===== config.mk =====
export PLATFORM = sky130hd
export DESIGN_NAME = pabl_port
export DESIGN_NICKNAME = d
export VERILOG_FILES = /design/src/pabl_pkg.sv /design/src/pabl_sync.sv /design/src/pabl_fifo.sv /design/src/pabl_port.sv
export SDC_FILE = /design/constraint.sdc
export NUM_CORES = 1
export LEC_CHECK = 0
export BUFFER_PORTS_ARGS = -buffer_cell sky130_fd_sc_hd__buf_2
export CORE_MARGIN = 2
export CORE_UTILIZATION = 26
export DETAILED_ROUTE_END_ITERATION = 10
export HOLD_SLACK_MARGIN = 0.06
export PLACE_DENSITY = 0.46
export SETUP_SLACK_MARGIN = 0.02
export SYNTH_ARGS = -nofsm -noshare
export SYNTH_HDL_FRONTEND = slang
export SYNTH_SLANG_ARGS = --single-unit

===== constraint.sdc =====
create_clock -name core_clk -period 2.5 [get_ports core_clk]
set_clock_uncertainty 0.05 [all_clocks]
set_input_delay 0.375 -clock core_clk [delete_from_list [all_inputs] [get_ports core_clk]]
set_output_delay 0.375 -clock core_clk [all_outputs]
set_load 0.01 [all_outputs]

===== src/pabl_pkg.sv =====
// pabl_pkg: constants, state type and lane helpers for the address/data byte-lane port.
// assumes one core clock; the host bus clock is sampled as an ordinary input.
// Functional notes
// - one address phase, then data phases
// - first cycle carries the byte address
// - later cycles carry data words only
// - little endian: msb on top lane
// - big endian: msb on bottom lane
// - initiator drives address, write data; releases reads
// - target receives address, write data; drives reads
// - address/data bus released when not involved
// - address/data change and sample on rising edges
// - first cycle command, later cycles byte enables
// - enable bit per lane, low means valid
// - drive enables as initiator, input as target
// - enable bus released when not involved
// - enables update and sample on rising edges
package pabl_pkg;
  localparam int AD_W = 32;
  localparam int CBE_W = 4;
  localparam int LANE_W = 8;
  localparam int CMD_WRITE_BIT = 0;
  localparam int SYNC_STAGES = 2;
  localparam int RX_DEPTH = 2;
  localparam logic [AD_W-1:0] AD_RST = 32'h0;
  localparam logic [CBE_W-1:0] CBE_RST = 4'hF;
  localparam logic OE_OFF = 1'b1;
  localparam logic OE_ON = 1'b0;

  typedef enum logic [1:0] {
    PABL_IDLE,
    PABL_I_ADDR,
    PABL_I_DATA,
    PABL_T_DATA
  } pabl_state_t;

  // lane swap for big-endian data; a no-op for little-endian
  function automatic logic [AD_W-1:0] pabl_swap_data(input logic [AD_W-1:0] d,
                                                     input logic big);
    logic [AD_W-1:0] r;
    r = d;
    if (big) begin
      for (int i = 0; i < CBE_W; i++) begin
        r[i*LANE_W +: LANE_W] = d[(CBE_W-1-i)*LANE_W +: LANE_W];
      end
    end
    return r;
  endfunction

  // byte enables follow their lanes through the swap
  function automatic logic [CBE_W-1:0] pabl_swap_be(input logic [CBE_W-1:0] b,
                                                    input logic big);
    logic [CBE_W-1:0] r;
    r = b;
    if (big) begin
      for (int i = 0; i < CBE_W; i++) begin
        r[i] = b[CBE_W-1-i];
      end
    end
    return r;
  endfunction
endpackage


===== src/pabl_sync.sv =====
// pabl_sync: two-flop synchroniser for a bus of levels from outside the core domain.
// assumes multi-bit inputs are only read at points where they are settled.
`timescale 1ns/100ps
module pabl_sync #(
  parameter int W = 1
) (
  input wire logic core_clk,
  input wire logic rstn,
  input wire logic [W-1:0] d,
  output logic [W-1:0] q
);
  logic [W-1:0] meta;

  always_ff @(posedge core_clk or negedge rstn) begin
    if (!rstn) begin
      meta <= '0;
      q <= '0;
    end else begin
      meta <= d;
      q <= meta;
    end
  end
endmodule


===== src/pabl_fifo.sv =====
// pabl_fifo: small flop buffer with valid/ready on both sides.
// assumes both sides on core_clk; full and empty are exact.
`timescale 1ns/100ps
module pabl_fifo #(
  parameter int W = 36,
  parameter int DEPTH = 2
) (
  input wire logic core_clk,
  input wire logic rstn,
  input wire logic in_valid,
  output logic in_ready,
  input wire logic [W-1:0] in_data,
  output logic out_valid,
  input wire logic out_ready,
  output logic [W-1:0] out_data
);
  localparam int PW = (DEPTH > 1) ? $clog2(DEPTH) : 1;
  localparam int CW = $clog2(DEPTH + 1);

  logic [W-1:0] mem [DEPTH];
  logic [PW-1:0] wr_ptr;
  logic [PW-1:0] rd_ptr;
  logic [CW-1:0] count;
  wire push = in_valid && in_ready;
  wire pop = out_valid && out_ready;

  assign in_ready = (count != CW'(DEPTH));
  assign out_valid = (count != '0);
  assign out_data = mem[rd_ptr];

  function automatic logic [PW-1:0] bump(input logic [PW-1:0] p);
    return (p == PW'(DEPTH - 1)) ? '0 : PW'(p + 1'b1);
  endfunction

  always_ff @(posedge core_clk or negedge rstn) begin
    if (!rstn) begin
      wr_ptr <= '0;
      rd_ptr <= '0;
      count <= '0;
    end else begin
      if (push) begin
        wr_ptr <= bump(wr_ptr);
      end
      if (pop) begin
        rd_ptr <= bump(rd_ptr);
      end
      if (push && !pop) begin
        count <= CW'(count + 1'b1);
      end else if (pop && !push) begin
        count <= CW'(count - 1'b1);
      end
    end
  end

  always_ff @(posedge core_clk) begin
    if (push) begin
      mem[wr_ptr] <= in_data;
    end
  end
endmodule


===== src/pabl_port.sv =====
// pabl_port: multiplexed address/data and command/byte-enable lanes of the host bus port.
// assumes framing, ready handshake and parity live in neighbouring logic on core_clk,
// which holds back the phase-done strobe while rx_stall is high.
`timescale 1ns/100ps
module pabl_port (
  input wire logic core_clk,
  input wire logic rstn,
  input wire logic host_bus_clock,
  input wire logic [pabl_pkg::AD_W-1:0] ad_in,
  output logic [pabl_pkg::AD_W-1:0] ad_out,
  output logic ad_oe_n,
  input wire logic [pabl_pkg::CBE_W-1:0] command_byte_enable_bus_in,
  output logic [pabl_pkg::CBE_W-1:0] command_byte_enable_bus_out,
  output logic command_byte_enable_bus_oe_n,
  input wire logic big_endian,
  input wire logic init_go,
  input wire logic init_write,
  input wire logic [pabl_pkg::AD_W-1:0] init_addr,
  input wire logic [pabl_pkg::CBE_W-1:0] init_cmd,
  input wire logic frame_start,
  input wire logic target_claim,
  input wire logic phase_done,
  input wire logic frame_end,
  input wire logic [pabl_pkg::AD_W-1:0] tx_data,
  input wire logic [pabl_pkg::CBE_W-1:0] tx_be_n,
  output logic tx_taken,
  output logic [pabl_pkg::AD_W-1:0] addr_seen,
  output logic [pabl_pkg::CBE_W-1:0] cmd_seen,
  output logic addr_valid,
  output logic [pabl_pkg::AD_W-1:0] rx_data,
  output logic [pabl_pkg::CBE_W-1:0] rx_be_n,
  output logic rx_valid,
  input wire logic rx_ready,
  output logic rx_stall
);
  localparam int BW = pabl_pkg::AD_W + pabl_pkg::CBE_W;

  pabl_pkg::pabl_state_t state;
  pabl_pkg::pabl_state_t next_state;

  logic clk_s;
  logic clk_d;
  logic [BW-1:0] pin_s;
  logic [BW-1:0] pin_d;
  logic write_q;
  logic claimed;
  logic push_valid;
  logic [BW-1:0] push_data;
  logic push_ready;
  logic [BW-1:0] pop_data;

  pabl_sync #(.W(1)) u_clk_sync (
    .core_clk(core_clk),
    .rstn(rstn),
    .d(host_bus_clock),
    .q(clk_s)
  );

  pabl_sync #(.W(BW)) u_pin_sync (
    .core_clk(core_clk),
    .rstn(rstn),
    .d({command_byte_enable_bus_in, ad_in}),
    .q(pin_s)
  );

  // pin_d trails pin_s by one cycle so the sample is taken from just before the edge,
  // matching the extra flop in the rising-edge detector
  always_ff @(posedge core_clk or negedge rstn) begin
    if (!rstn) begin
      clk_d <= 1'b0;
      pin_d <= '0;
    end else begin
      clk_d <= clk_s;
      pin_d <= pin_s;
    end
  end

  wire pclk_rise = clk_s && !clk_d;
  wire [pabl_pkg::AD_W-1:0] samp_ad = pin_d[pabl_pkg::AD_W-1:0];
  wire [pabl_pkg::CBE_W-1:0] samp_cbe = pin_d[BW-1:pabl_pkg::AD_W];
  wire samp_write = samp_cbe[pabl_pkg::CMD_WRITE_BIT];
  wire in_data_phase = (state == pabl_pkg::PABL_I_DATA) || (state == pabl_pkg::PABL_T_DATA);
  wire we_receive = (state == pabl_pkg::PABL_I_DATA) ? !write_q : (claimed && write_q);
  wire we_send = (state == pabl_pkg::PABL_I_DATA) ? write_q : (claimed && !write_q);
  wire phase_ends = pclk_rise && in_data_phase && phase_done;
  wire txn_ends = phase_ends && frame_end;
  wire [pabl_pkg::AD_W-1:0] tx_lanes = pabl_pkg::pabl_swap_data(tx_data, big_endian);
  wire [pabl_pkg::CBE_W-1:0] tx_lane_be = pabl_pkg::pabl_swap_be(tx_be_n, big_endian);
  wire [pabl_pkg::AD_W-1:0] rx_lanes = pabl_pkg::pabl_swap_data(samp_ad, big_endian);
  wire [pabl_pkg::CBE_W-1:0] rx_lane_be = pabl_pkg::pabl_swap_be(samp_cbe, big_endian);

  // phase sequencing: one address cycle, then data cycles until the last one completes
  always_comb begin
    next_state = state;
    unique case (state)
      pabl_pkg::PABL_IDLE: begin
        if (init_go) begin
          next_state = pabl_pkg::PABL_I_ADDR;
        end else if (frame_start) begin
          next_state = pabl_pkg::PABL_T_DATA;
        end
      end
      pabl_pkg::PABL_I_ADDR: begin
        next_state = pabl_pkg::PABL_I_DATA;
      end
      pabl_pkg::PABL_I_DATA, pabl_pkg::PABL_T_DATA: begin
        if (txn_ends) begin
          next_state = pabl_pkg::PABL_IDLE;
        end
      end
    endcase
  end

  always_ff @(posedge core_clk or negedge rstn) begin
    if (!rstn) begin
      state <= pabl_pkg::PABL_IDLE;
    end else if (pclk_rise) begin
      state <= next_state;
    end
  end

  // role and direction latch at the edge that enters a phase
  always_ff @(posedge core_clk or negedge rstn) begin
    if (!rstn) begin
      write_q <= 1'b0;
      claimed <= 1'b0;
    end else if (pclk_rise) begin
      if (state == pabl_pkg::PABL_IDLE) begin
        write_q <= init_go ? init_write : samp_write;
        claimed <= 1'b0;
      end else if (state == pabl_pkg::PABL_T_DATA) begin
        claimed <= target_claim && !txn_ends;
      end
    end
  end

  // address/data drive: only at host bus clock rising edges
  always_ff @(posedge core_clk or negedge rstn) begin
    if (!rstn) begin
      ad_out <= pabl_pkg::AD_RST;
      ad_oe_n <= pabl_pkg::OE_OFF;
    end else if (pclk_rise) begin
      if (state == pabl_pkg::PABL_IDLE && init_go) begin
        ad_out <= init_addr;
        ad_oe_n <= pabl_pkg::OE_ON;
      end else if (state == pabl_pkg::PABL_I_ADDR) begin
        ad_out <= tx_lanes;
        ad_oe_n <= write_q ? pabl_pkg::OE_ON : pabl_pkg::OE_OFF;
      end else if (state == pabl_pkg::PABL_T_DATA && !txn_ends) begin
        ad_out <= tx_lanes;
        ad_oe_n <= (target_claim && !write_q) ? pabl_pkg::OE_ON : pabl_pkg::OE_OFF;
      end else if (txn_ends || state == pabl_pkg::PABL_IDLE) begin
        ad_oe_n <= pabl_pkg::OE_OFF;
      end else if (phase_ends && we_send) begin
        ad_out <= tx_lanes;
      end
    end
  end

  // command/byte-enable drive: command first, byte enables afterwards
  always_ff @(posedge core_clk or negedge rstn) begin
    if (!rstn) begin
      command_byte_enable_bus_out <= pabl_pkg::CBE_RST;
      command_byte_enable_bus_oe_n <= pabl_pkg::OE_OFF;
    end else if (pclk_rise) begin
      if (state == pabl_pkg::PABL_IDLE && init_go) begin
        command_byte_enable_bus_out <= init_cmd;
        command_byte_enable_bus_oe_n <= pabl_pkg::OE_ON;
      end else if (state == pabl_pkg::PABL_I_ADDR || (phase_ends && !txn_ends
                   && state == pabl_pkg::PABL_I_DATA)) begin
        command_byte_enable_bus_out <= tx_lane_be;
      end else if (txn_ends || state != pabl_pkg::PABL_I_DATA) begin
        command_byte_enable_bus_oe_n <= pabl_pkg::OE_OFF;
      end
    end
  end

  // target view of the address cycle, offered to the decoder on every frame_start that finds the port idle without init_go
  always_ff @(posedge core_clk or negedge rstn) begin
    if (!rstn) begin
      addr_seen <= pabl_pkg::AD_RST;
      cmd_seen <= pabl_pkg::CBE_RST;
      addr_valid <= 1'b0;
    end else begin
      addr_valid <= 1'b0;
      if (pclk_rise && state == pabl_pkg::PABL_IDLE && !init_go && frame_start) begin
        addr_seen <= samp_ad;
        cmd_seen <= samp_cbe;
        addr_valid <= 1'b1;
      end
    end
  end

  // completed data phases: received words go to the buffer, sent words are acknowledged
  always_ff @(posedge core_clk or negedge rstn) begin
    if (!rstn) begin
      tx_taken <= 1'b0;
      push_valid <= 1'b0;
      push_data <= '0;
    end else begin
      tx_taken <= phase_ends && we_send;
      if (phase_ends && we_receive) begin
        push_valid <= 1'b1;
        push_data <= {rx_lane_be, rx_lanes};
      end else if (push_ready) begin
        push_valid <= 1'b0;
      end
    end
  end

  // the neighbour must not complete a receive phase while stalled, or a word is lost
  assign rx_stall = !push_ready || push_valid;

  pabl_fifo #(.W(BW), .DEPTH(pabl_pkg::RX_DEPTH)) u_rx_buf (
    .core_clk(core_clk),
    .rstn(rstn),
    .in_valid(push_valid),
    .in_ready(push_ready),
    .in_data(push_data),
    .out_valid(rx_valid),
    .out_ready(rx_ready),
    .out_data(pop_data)
  );

  assign rx_data = pop_data[pabl_pkg::AD_W-1:0];
  assign rx_be_n = pop_data[BW-1:pabl_pkg::AD_W];
endmodule


==> results of run 1 <==
## sequential cells by signal (all words and copies together) (netlist names), 2 cells and up
signal	count
state	2
command_byte_enable_bus_out	4
ad_out	32
u_rx_buf.mem	72
cmd_seen	4
u_pin_sync.meta	36
push_data	36
u_rx_buf.count	2
u_pin_sync.q	36
pin_d	36
addr_seen	32
## power by group through the flow
stage / Clock [W] / Sequential [W] / Combinational (W)
after floorplan: 0 / 0.00720 / 0.00267
after global placement: 0 / 0.00713 / 0.00448
after detailed placement: 0 / 0.00716 / 0.00453
after CTS: 0.00511 / 0.00709 / 0.00459
after global routing: 0.00533 / 0.00723 / 0.00501
final: 0.00492 / 0.00707 / 0.00455
## cell type report
cell class / instances / area [µm²] / area share (%)
Clock buffer: 47 / 1000 / 6.54
Sequential cell: 304 / 7980 / 52.1
Multi-Input combinational cell: 456 / 3570 / 23.3
Tap cell: 600 / 751 / 4.90
Inverter: 8 / 30.0 / 0.196
Timing Repair Buffer: 295 / 1880 / 12.3
Clock inverter: 15 / 115 / 0.751
## path summary, 6_finish.rpt
| kind | depth (start not counted) | from | end | slack [ns] |
|---|---|---|---|---|
| max reg2reg | 7 | state[0] | ad_out[10] | 0.18 |
| max | 7 | state[0] | ad_out[10] | 0.18 |
| min | 3 | init_cmd[0] | command_byte_enable_bus_out[0] | 0.09 |
| min in group asynchronous | 2 | rstn | push_data[12] | 0.36 |
| min reg2reg | 0 | u_pin_sync.q[6] | pin_d[6] | 0.29 |
| max in group asynchronous | 3 | rstn | cmd_seen[3] | 1.32 |
## cells in the final DEF (no fill, tap or decap), types with 3 or more instances in the layout
cell             n
ha_1             6
nor2_1          42
edfxtp_1        72
dfrtp_1        221
dfstp_2         10
buf_4           15
dlygate4sd3_1   38
nand2b_1         3
buf_2          230
o21ai_0          8
mux2_2          74
clkbuf_1         6
xnor2_1          3
clkbuf_16       37
clkinv_2        10
buf_12          11
a21oi_1         43
clkbuf_8         4
inv_1            8
nand2_1         76
o211ai_1        34
o211ai_2        30
mux2i_1         74
o2111ai_1       32
## synth_stat cells
master | instances | area (µm²)
a211o_1 | 1 | 8.76
a211oi_1 | 1 | 7.51
a211oi_2 | 1 | 12.5
a21oi_1 | 43 | 215
a31oi_1 | 2 | 12.5
and2_1 | 1 | 6.26
and3_1 | 2 | 12.5
and3b_1 | 1 | 8.76
buf_1 | 2 | 7.51
buf_2 | 11 | 55.1
buf_6 | 4 | 45.0
clkbuf_1 | 38 | 143
dfrtp_1 | 222 | 5560
dfstp_2 | 10 | 263
edfxtp_1 | 72 | 2160
ha_1 | 6 | 75.1
inv_1 | 8 | 30.0
mux2_2 | 74 | 833
mux2i_1 | 74 | 741
nand2_1 | 77 | 289
nand2b_1 | 3 | 18.8
nand3_1 | 1 | 5.00
nand3b_1 | 1 | 7.51
nor2_1 | 44 | 165
nor2b_1 | 3 | 18.8
nor4_1 | 1 | 6.26
nor4b_1 | 1 | 8.76
o2111ai_1 | 32 | 280
o211a_4 | 1 | 17.5
o211ai_1 | 34 | 255
o211ai_2 | 30 | 375
o21ai_0 | 8 | 40.0
o21ai_1 | 1 | 5.00
o21bai_1 | 1 | 7.51
o31ai_1 | 2 | 15.0
o41ai_1 | 1 | 8.76
or2_2 | 2 | 12.5
or3b_1 | 1 | 8.76
xnor2_1 | 3 | 26.3
xor2_1 | 2 | 17.5
## cell families after synthesis
| kind of cell | after synthesis | share of synthesized area [%] |
|---|---|---|
| mux | 148 | 13.4 |
| fa+ha+maj | 6 | 0.637 |
| flops | 304 | 67.7 |
| buf+inv | 63 | 2.38 |
| compound gates | 158 | 10.7 |
| simple gates | 138 | 4.82 |
| xor+xnor | 5 | 0.372 |
## routing by layer
layer / wire [µm] / vias up / global-route usage, %
met5: 16 / - / 0
met4: 672 / 2 / 3.86
met3: 2230 / 50 / 3.80
met2: 13400 / 224 / 19.4
met1: 13000 / 3701 / 16.3
li1: - / 3556 / -
## stage by stage
step	std cells	setup slack (ns)	cell area (µm²)	hold WS, ns
2_1_floorplan	822	0.345	11800	0.0294
3_3_place_gp	1624	0.120	13800	0.282
3_5_place_dp	1624	0.0500	13800	0.285
4_1_cts	1724	0.0497	15300	0.0653
5_1_grt	1725	0.0364	15300	0.0930
6_report	1725	0.181	15300	0.0927
## worst max-delay path: stages (launching register included)
cell and delay [ns]:
dfrtp_1 0.40, inv_1 0.10, ha_1 0.29, or3b_1 0.38, a211o_1 0.40, buf_12 0.20
o2111ai_1 0.24, o211ai_2 0.12
## what timing repair did
| action | in CTS | in global routing |
|---|---|---|
| resized for setup | 0 | 1 |
| setup endpoints to repair | 0 | 32 |
| hold endpoints to repair | 94 | 0 |
| hold buffers | 38 | 0 |
==> metrics.md, run 1 <==
| Metric | Value |
|---|---|
| Status | `complete, no violations` |
| Final worst path period share | `92.8%` |
| Fillers | `4506` |
| Mean post-synth cell area | `14.3 µm²` |
| Final slew viol count | `0` |
| Hpwl dp | `20000 µm` |
| CTS clk-pin slew, worst paths | `0.06 ns` |
| Sw frac | `31.8%` |
| Syn-to-layout area delta | `30.1%` |
| Arrival @ worst endpoint | `2.65 ns` |
| Leak Pwr | `6.74 nW` |
| Clock latency on the worst-skew pair | `0.51 ns` |
| Total power | `0.0165 W` |
| Total GRT Usage | `12.3%` |
| Psw | `0.00525 W` |
| Die height | `217 µm` |
| Routed via count | `7533` |
| Diodes inserted | `0` |
| Yosys reg bits | `304` |
| Worst path required time | `2.83 ns` |
| Post-Route WL | `29300 µm` |
| Clk network pwr share | `29.8%` |
| Pwr dens | `1080 nW/µm²` |
| DRC Markers | `0` |
| Seq/Total Area, Yosys | `67.7%` |
| CTS tree | `built` |
| Worst Max-Slew Pin Slew | `0.591 ns` |
| Placer Congestion | `0.791` |
| Yosys warns | `0` |
| Count of cell types in the netlist | `40` |
| Fmax | `0.431 GHz` |
| Clk buf depth | `3` |
| Hold Crit Class | `primary input to flop` |
| Final Util | `34.0%` |
| Slew headroom | `60.6%` |
| Post-route setup TNS | `0 ns` |
| Iter 0 DRT Violations | `282` |
| Root Driver | `clkbuf_16` |
| Top Ports | `233` |
| Tmin final | `2.32 ns` |
| Final nets | `1225` |
| Antenna violations before repair | `2` |
| H-tree depth | `2` |
| Post-DR wirelength/cell | `17.0 µm` |
| CTS Buf Count | `35` |
| CP Launch Type | `flop` |
| Unrepaired setup endpoints after global routing | `false` |
| Total gr overflow | `0` |
| Largest net degree at the start of global routing | `74` |
| Via density | `4.37` |
| Die X | `217 µm` |
| Post-Syn Nets | `947` |
| Combinational fraction of design power | `27.5%` |
| Vias in the first global route | `7648` |
| Fin. Hold Viols | `0` |
| PortBufs | `232` |
| Setup CP Type | `flop to flop` |
| Post-route ant nets | `0` |
| Max Cap Viol | `0` |
| Initial core utilization | `26.1%` |
| Core area | `45100 µm²` |
| Die area | `47000 µm²` |
| Netlist Area Pre-Place | `11800 µm²` |
| Clock sinks | `304` |
| Setup Viol. Count Final | `0` |
| Flop pwr share | `42.7%` |
| Layout cell share with drive strength beyond 1 | `39.1%` |
| Pre-Repair DR Iteration Count | `4` |
| Post CTS Setup Buffer Count | `0` |
| First-pass GRT wire length | `44900 µm` |
| Internal power | `0.0113 W` |
| Worst Setup End Kind | `flop` |
| CP max FO | `25` |
| Peak VDD IR | `0.000451 V` |
| Cells after Synth | `822` |
| Row count | `78` |
Note: power is estimated with default switching activity, not from simulation.
==> run 2: changes to the inputs <==
Settings changed: REMOVE_ABC_BUFFERS from default to 1.
==> run 2 against run 1 <==
Maximum frequency increased by 3.9%. Die area unchanged. Routed wire length decreased by 2.6%. Register-to-register slack better by 0.09 ns. Final cell count increased by 0.70%. Count of clock-buffer cells in the layout grew 8. Worst setup slack better by 0.086 ns. Critical path type unchanged. Critical endpoint is now ad_out[19]. Largest cell class unchanged. Highest routed layer unchanged.
==> metrics.md, run 2 (synthesized netlist as in run 1, its figures left out) <==
| Metric | Value |
|---|---|
| Vias in the first global route | `7977 (+4.3%)` |
| Pre-Repair DR Iteration Count | `4 (unchanged)` |
| Post-DR wirelength/cell | `16.4 µm (-3.3%)` |
| Post-route ant nets | `0 (unchanged)` |
| Setup WS post-layout | `0.267 ns (+0.0864 ns)` |
| PortBufs | `232 (unchanged)` |
| Setup CP Type | `flop to flop` |
| Total gr overflow | `0 (unchanged)` |
| Max reg flops | `72 (unchanged)` |
| Worst path required time | `2.84 ns (about the same)` |
| H-tree depth | `2 (unchanged)` |
| Fmax | `0.448 GHz (+3.9%)` |
| Hold slack | `0.101 ns (+0.00787 ns)` |
| Arrival @ worst endpoint | `2.57 ns (-0.08 ns)` |
| CTS clk-pin slew, worst paths | `0.06 ns (about the same)` |
| Root Driver | `clkbuf_16` |
| FF-to-FF path depth | `6 (-1)` |
| Routed via count | `7609 (+1.0%)` |
| Syn-to-layout area delta | `31.6%` |
| Layout cell share with drive strength beyond 1 | `39.1% (about the same)` |
| Clock sinks | `304 (unchanged)` |
| Core area | `45100 µm² (unchanged)` |
| Die height | `217 µm (unchanged)` |
| Antenna violations before repair | `4 (+2)` |
| Final slew viol count | `0 (unchanged)` |
| CTS tree | `built` |
| Row count | `78 (unchanged)` |
| Status | `complete, no violations` |
| Peak VDD IR | `0.000518 V (+15%)` |
| CP Launch Type | `flop` |
| Post-Route WL | `28500 µm (-2.6%)` |
| Top Ports | `233 (unchanged)` |
| Clock latency on the worst-skew pair | `0.53 ns (+0.02 ns)` |
| Pwr dens | `1100 nW/µm² (+1.8%)` |
| Slew headroom | `55.6% (-5.0 points)` |
| Hold Crit Class | `primary input to flop` |
| CP max FO | `32 (+28%)` |
| Largest net degree at the start of global routing | `74 (unchanged)` |
| Die area | `47000 µm² (unchanged)` |
| Hold Path Stages | `3 (unchanged)` |
| First-pass GRT wire length | `45200 µm (+0.51%)` |
| Fin. Hold Viols | `0 (unchanged)` |
| Die X | `217 µm (unchanged)` |
| Total GRT Usage | `12.3% (-0.018 points)` |
| DRC Markers | `0 (unchanged)` |
| Unrepaired setup endpoints after global routing | `false` |
| Worst Setup End Kind | `flop` |
| Most frequent cells in the layout | `buf_2, dfrtp_1, nand2_1` |
| Clk buf depth | `3 (unchanged)` |
| Placer Congestion | `0.738 (-6.6%)` |
| Final Util | `34.4% (+0.38 points)` |
| Max Cap Viol | `0 (unchanged)` |
| Setup Viol. Count Final | `0 (unchanged)` |
| Via density | `4.38 (+0.31%)` |
| Final nets | `1232 (+0.57%)` |
| Worst Max-Slew Pin Slew | `0.666 ns (+0.0754 ns)` |
| Hpwl dp | `18400 µm (-8.0%)` |
| Top reg by flops | `u_rx_buf.mem` |
| Initial core utilization | `26.1% (unchanged)` |
| Leak Pwr | `6.83 nW (+1.3%)` |
| Post-place setup slack | `0.254 ns (+0.204 ns)` |
| Tmin final | `2.23 ns (-0.0864 ns)` |
| Post CTS Setup Buffer Count | `0 (unchanged)` |
| Final worst path period share | `89.3% (-3.5 points)` |
| Commonest non-fill, non-tap cell in the layout | `buf_2` |
| CTS Buf Count | `38 (+8.6%)` |
| Iter 0 DRT Violations | `257 (-8.9%)` |
==> run 2: cell count changes in the layout (fill, tap and decap cells not counted), sizes merged <==
cell         delta
diode           +2
clkbuf          +8
bufinv          +3
clkinv          -4
buf             +1
clkinvlp        -1
o211a           -1
dlygate4sd3     +4
==> run 2: path summary, 6_finish.rpt <==
check	startpoint	end	slack (ns)
hold reg to reg	u_pin_sync.q[28]	pin_d[28]	0.29
max in group asynchronous	rstn	ad_oe_n	1.28
setup reg to reg	state[0]	ad_out[19]	0.27
setup / recovery	state[0]	ad_out[19]	0.27
hold / removal	init_cmd[2]	command_byte_enable_bus_out[2]	0.10
min in group asynchronous	rstn	ad_out[18]	0.35
==> run 2: power breakdown <==
part | switching [W] | total [W] | internal [W]
combinational | 0.00252 | 0.00447 | 0.00195
clock | 0.00205 | 0.00556 | 0.00351
sequential | 0.000650 | 0.00700 | 0.00635
total | 0.00522 | 0.0170 | 0.0118
==> run 2: worst max-delay path: stages (launching register included) <==
cell and delay [ns]:
dfrtp_1 0.38, inv_1 0.09, ha_1 0.29, and2_1 0.33, nor2_2 0.18, o211a_4 0.56, o211ai_1 0.18
==> run 2: per-layer routing <==
| layer | vias up | share of wire, % | global-route usage [%] |
|---|---|---|---|
| li1 | 3574 | - | - |
| met1 | 3770 | 44 | 15.9 |
| met2 | 216 | 45 | 19.2 |
| met3 | 45 | 8.4 | 4.98 |
| met4 | 4 | 1.8 | 3.20 |
| met5 | - | 0.077 | 0 |
==> run 2: layout make-up <==
cell class / count / area [µm²]
well taps: 600 / 751
clock inverters: 13 / 175
multi-input cells: 455 / 3550
diodes: 2 / 5.00
flip-flops and latches: 304 / 7980
fillers: 4512 / 29600
clock buffers: 55 / 1120
inverters: 8 / 30.0
repair buffers: 300 / 1890
==> run 2: what timing repair did <==
item,CTS,global route
hold buffers,42,0
endpoints found under the hold margin,102,0
gates resized for setup,0,0
==> run 2: metrics by stage <==
stage	std cells	total power (W)	setup TNS [ns]	area (µm²)
after global placement	1625	0.0115	0	13800
final	1737	0.0170	0	15500
after global routing	1736	0.0181	0	15500
after CTS	1735	0.0174	0	15500
after detailed placement	1625	0.0116	0	13800
after floorplan	767	0.00969	-120.52	11500
==> run 3: changes to the inputs <==
Settings changed: SETUP_SLACK_MARGIN 0.02 to 0.3.
==> run 3 against run 2 <==
Final area is 1.4% higher. Sequential share of layout area is 0.69 points lower. Hold slack worse by 0.00060 ns. Via count is 0.51% higher. Routed wire length is 1.9% higher. Final cell count is 0.23% higher. Critical endpoint is now ad_out[7].
==> metrics.md, run 3 (synthesized netlist as in run 1, its figures left out) <==
| Metric | Value |
|---|---|
| Status | `complete, no violations` |
| Area after DPL | `13800 µm² (unchanged)` |
| Max reg flops | `72 (unchanged)` |
| Sw frac | `30.9% (+0.25 points)` |
| Top reg by flops | `u_rx_buf.mem` |
| Die area | `47000 µm² (unchanged)` |
| Peak VDD IR | `0.000435 V (-16%)` |
| Commonest non-fill, non-tap cell in the layout | `buf_2` |
| Via density | `4.39 (+0.28%)` |
| Total GRT Usage | `12.5% (+0.20 points)` |
| Sequential cell area | `7980 µm² (unchanged)` |
| CP max FO | `33 (+3.1%)` |
| Total power | `0.0174 W (+2.2%)` |
| Placer Congestion | `0.738 (unchanged)` |
| Worst Max-Slew Pin Slew | `0.672 ns (+0.00602 ns)` |
| Clk buf depth | `3 (unchanged)` |
| DRC Markers | `0 (unchanged)` |
| Post-route ant nets | `0 (unchanged)` |
| Most frequent cells in the layout | `buf_2, dfrtp_1, nand2_1` |
| Row count | `78 (unchanged)` |
| Leak Pwr | `6.90 nW (+1.0%)` |
| Fin. Hold Viols | `0 (unchanged)` |
| Fin area | `15700 µm² (+1.4%)` |
| Post-route setup TNS | `0 ns (unchanged)` |
| Unrepaired setup endpoints after global routing | `true` |
| Worst Setup End Kind | `flop` |
| Critical path's slowest cell | `a211o_4` |
| Fillers | `4502 (-0.22%)` |
| Tmin final | `2.15 ns (-0.0837 ns)` |
| Fmax | `0.465 GHz (+3.9%)` |
| Final slew viol count | `0 (unchanged)` |
| Final worst path period share | `86.0% (-3.3 points)` |
| Hpwl dp | `18400 µm (unchanged)` |
| Top Ports | `233 (unchanged)` |
| Root Driver | `clkbuf_16` |
| Layout cell share with drive strength beyond 1 | `41.0% (+1.9 points)` |
| Initial core utilization | `26.1% (unchanged)` |
| Slew headroom | `55.2% (-0.40 points)` |
| Flop pwr share | `40.3% (-0.8 points)` |
| Die X | `217 µm (unchanged)` |
| Post-DR wirelength/cell | `16.7 µm (+1.6%)` |
| Hold Crit Class | `primary input to flop` |
| Pre-Repair DR Iteration Count | `4 (unchanged)` |
| CTS clk-pin slew, worst paths | `0.06 ns (about the same)` |
| H-tree depth | `2 (unchanged)` |
| Routed via count | `7648 (+0.51%)` |
| CP peak stage delay | `0.38 ns (-0.18 ns)` |
| Multi-input gate area | `3700 µm² (+4.0%)` |
| Core area | `45100 µm² (unchanged)` |
| Vias in the first global route | `8024 (+0.59%)` |
| Max Cap Viol | `0 (unchanged)` |
| CP Cell Sequence | `inv_1 > ha_1 > or3b_1 > a211o_4 > buf_12 > o2111ai_1 > o211ai_2` |
| Die height | `217 µm (unchanged)` |
| Setup Viol. Count Final | `0 (unchanged)` |
| Clock latency on the worst-skew pair | `0.53 ns (about the same)` |
| Post-Route WL | `29100 µm (+1.9%)` |
| Final Util | `34.8% (+0.47 points)` |
| Final nets | `1236 (+0.32%)` |
| Iter 0 DRT Violations | `285 (+11%)` |
| Combinational fraction of design power | `27.7% (+1.5 points)` |
| Syn-to-layout area delta | `33.4%` |
| Largest net degree at the start of global routing | `74 (unchanged)` |
| Psw | `0.00537 W (+3.0%)` |
| Arrival @ worst endpoint | `2.50 ns (-0.07 ns)` |
| Clock sinks | `304 (unchanged)` |
| Clk network pwr share | `32.0% (-0.7 points)` |
| CTS Buf Count | `38 (unchanged)` |
| PortBufs | `232 (unchanged)` |
| First-pass GRT wire length | `45800 µm (+1.4%)` |
| CP Launch Type | `flop` |
| Total gr overflow | `0 (unchanged)` |
| Internal power | `0.0120 W (+1.8%)` |
| Pwr dens | `1110 nW/µm² (+0.81%)` |
| Setup CP Type | `flop to flop` |
| Worst path required time | `2.85 ns (about the same)` |
| Antenna violations before repair | `4 (unchanged)` |
| CTS tree | `built` |
## run 3: cell count changes in the layout (fill, tap and decap cells not counted), sizes merged
cell and delta:
buf +3, o211a +1
## run 3: layout make-up
type                       count  share of cell area, %
antenna                        2                 0.0319
clock buffer                  55                   7.10
clock inverter                13                   1.11
inverter                       8                  0.191
multi-input combinational    456                   23.5
sequential                   304                   50.8
tap                          600                   4.78
timing repair buffer         303                   12.4
## run 3: metrics by stage
| step | hold WS [ns] | std cells | setup WS [ns] |
|---|---|---|---|
| floorplan | 0.0294 | 767 | -1.27 |
| global placement | 0.282 | 1625 | 0.288 |
| detailed placement | 0.285 | 1625 | 0.254 |
| CTS | 0.0686 | 1739 | 0.288 |
| global route | 0.0936 | 1740 | 0.267 |
| finish | 0.100 | 1741 | 0.351 |
## run 3: worst max-delay path: cells and delay by family, from the launching register on
kind	cells	cell delay (ns)
AO/OA/AOI/OAI	3	0.73
adder cells (fa/ha/maj)	1	0.23
buffers and inverters	2	0.27
flip-flops	1	0.35
AND/OR/NAND/NOR	1	0.37
## run 3: per-layer routing
metal	track usage [%]	routed length, µm
met5	0	22
met4	3.20	527
met3	4.93	2300
met2	19.8	13500
met1	16.0	12700
## run 3: worst paths after layout
| path | from | to | slack (ns) | cells past startpoint |
|---|---|---|---|---|
| max in group asynchronous | rstn | ad_oe_n | 1.28 | 3 |
| worst min register to register | u_pin_sync.q[28] | pin_d[28] | 0.29 | 0 |
| worst max-delay path | state[0] | ad_out[7] | 0.35 | 7 |
| worst max register to register | state[0] | ad_out[7] | 0.35 | 7 |
| worst min-delay path | init_cmd[2] | command_byte_enable_bus_out[2] | 0.10 | 3 |
| min in group asynchronous | rstn | ad_out[18] | 0.37 | 2 |
## run 3: timing repair
action                                  CTS  global route
pin swaps                                 0             1
hold buffers                             42             0
resized for setup                         5            25
hold endpoints to repair                102             0
gates cloned                              1             0
endpoints found under the setup margin   64            74
setup buffers                             3             0
## run 3: power by group through the flow
stage / sequential (W) / clock, W / combinational (W)
global route: 0.00718 / 0.00600 / 0.00533
CTS: 0.00701 / 0.00580 / 0.00474
global placement: 0.00705 / 0 / 0.00446
finish: 0.00702 / 0.00556 / 0.00482
floorplan: 0.00728 / 0 / 0.00241
detailed placement: 0.00709 / 0 / 0.00450
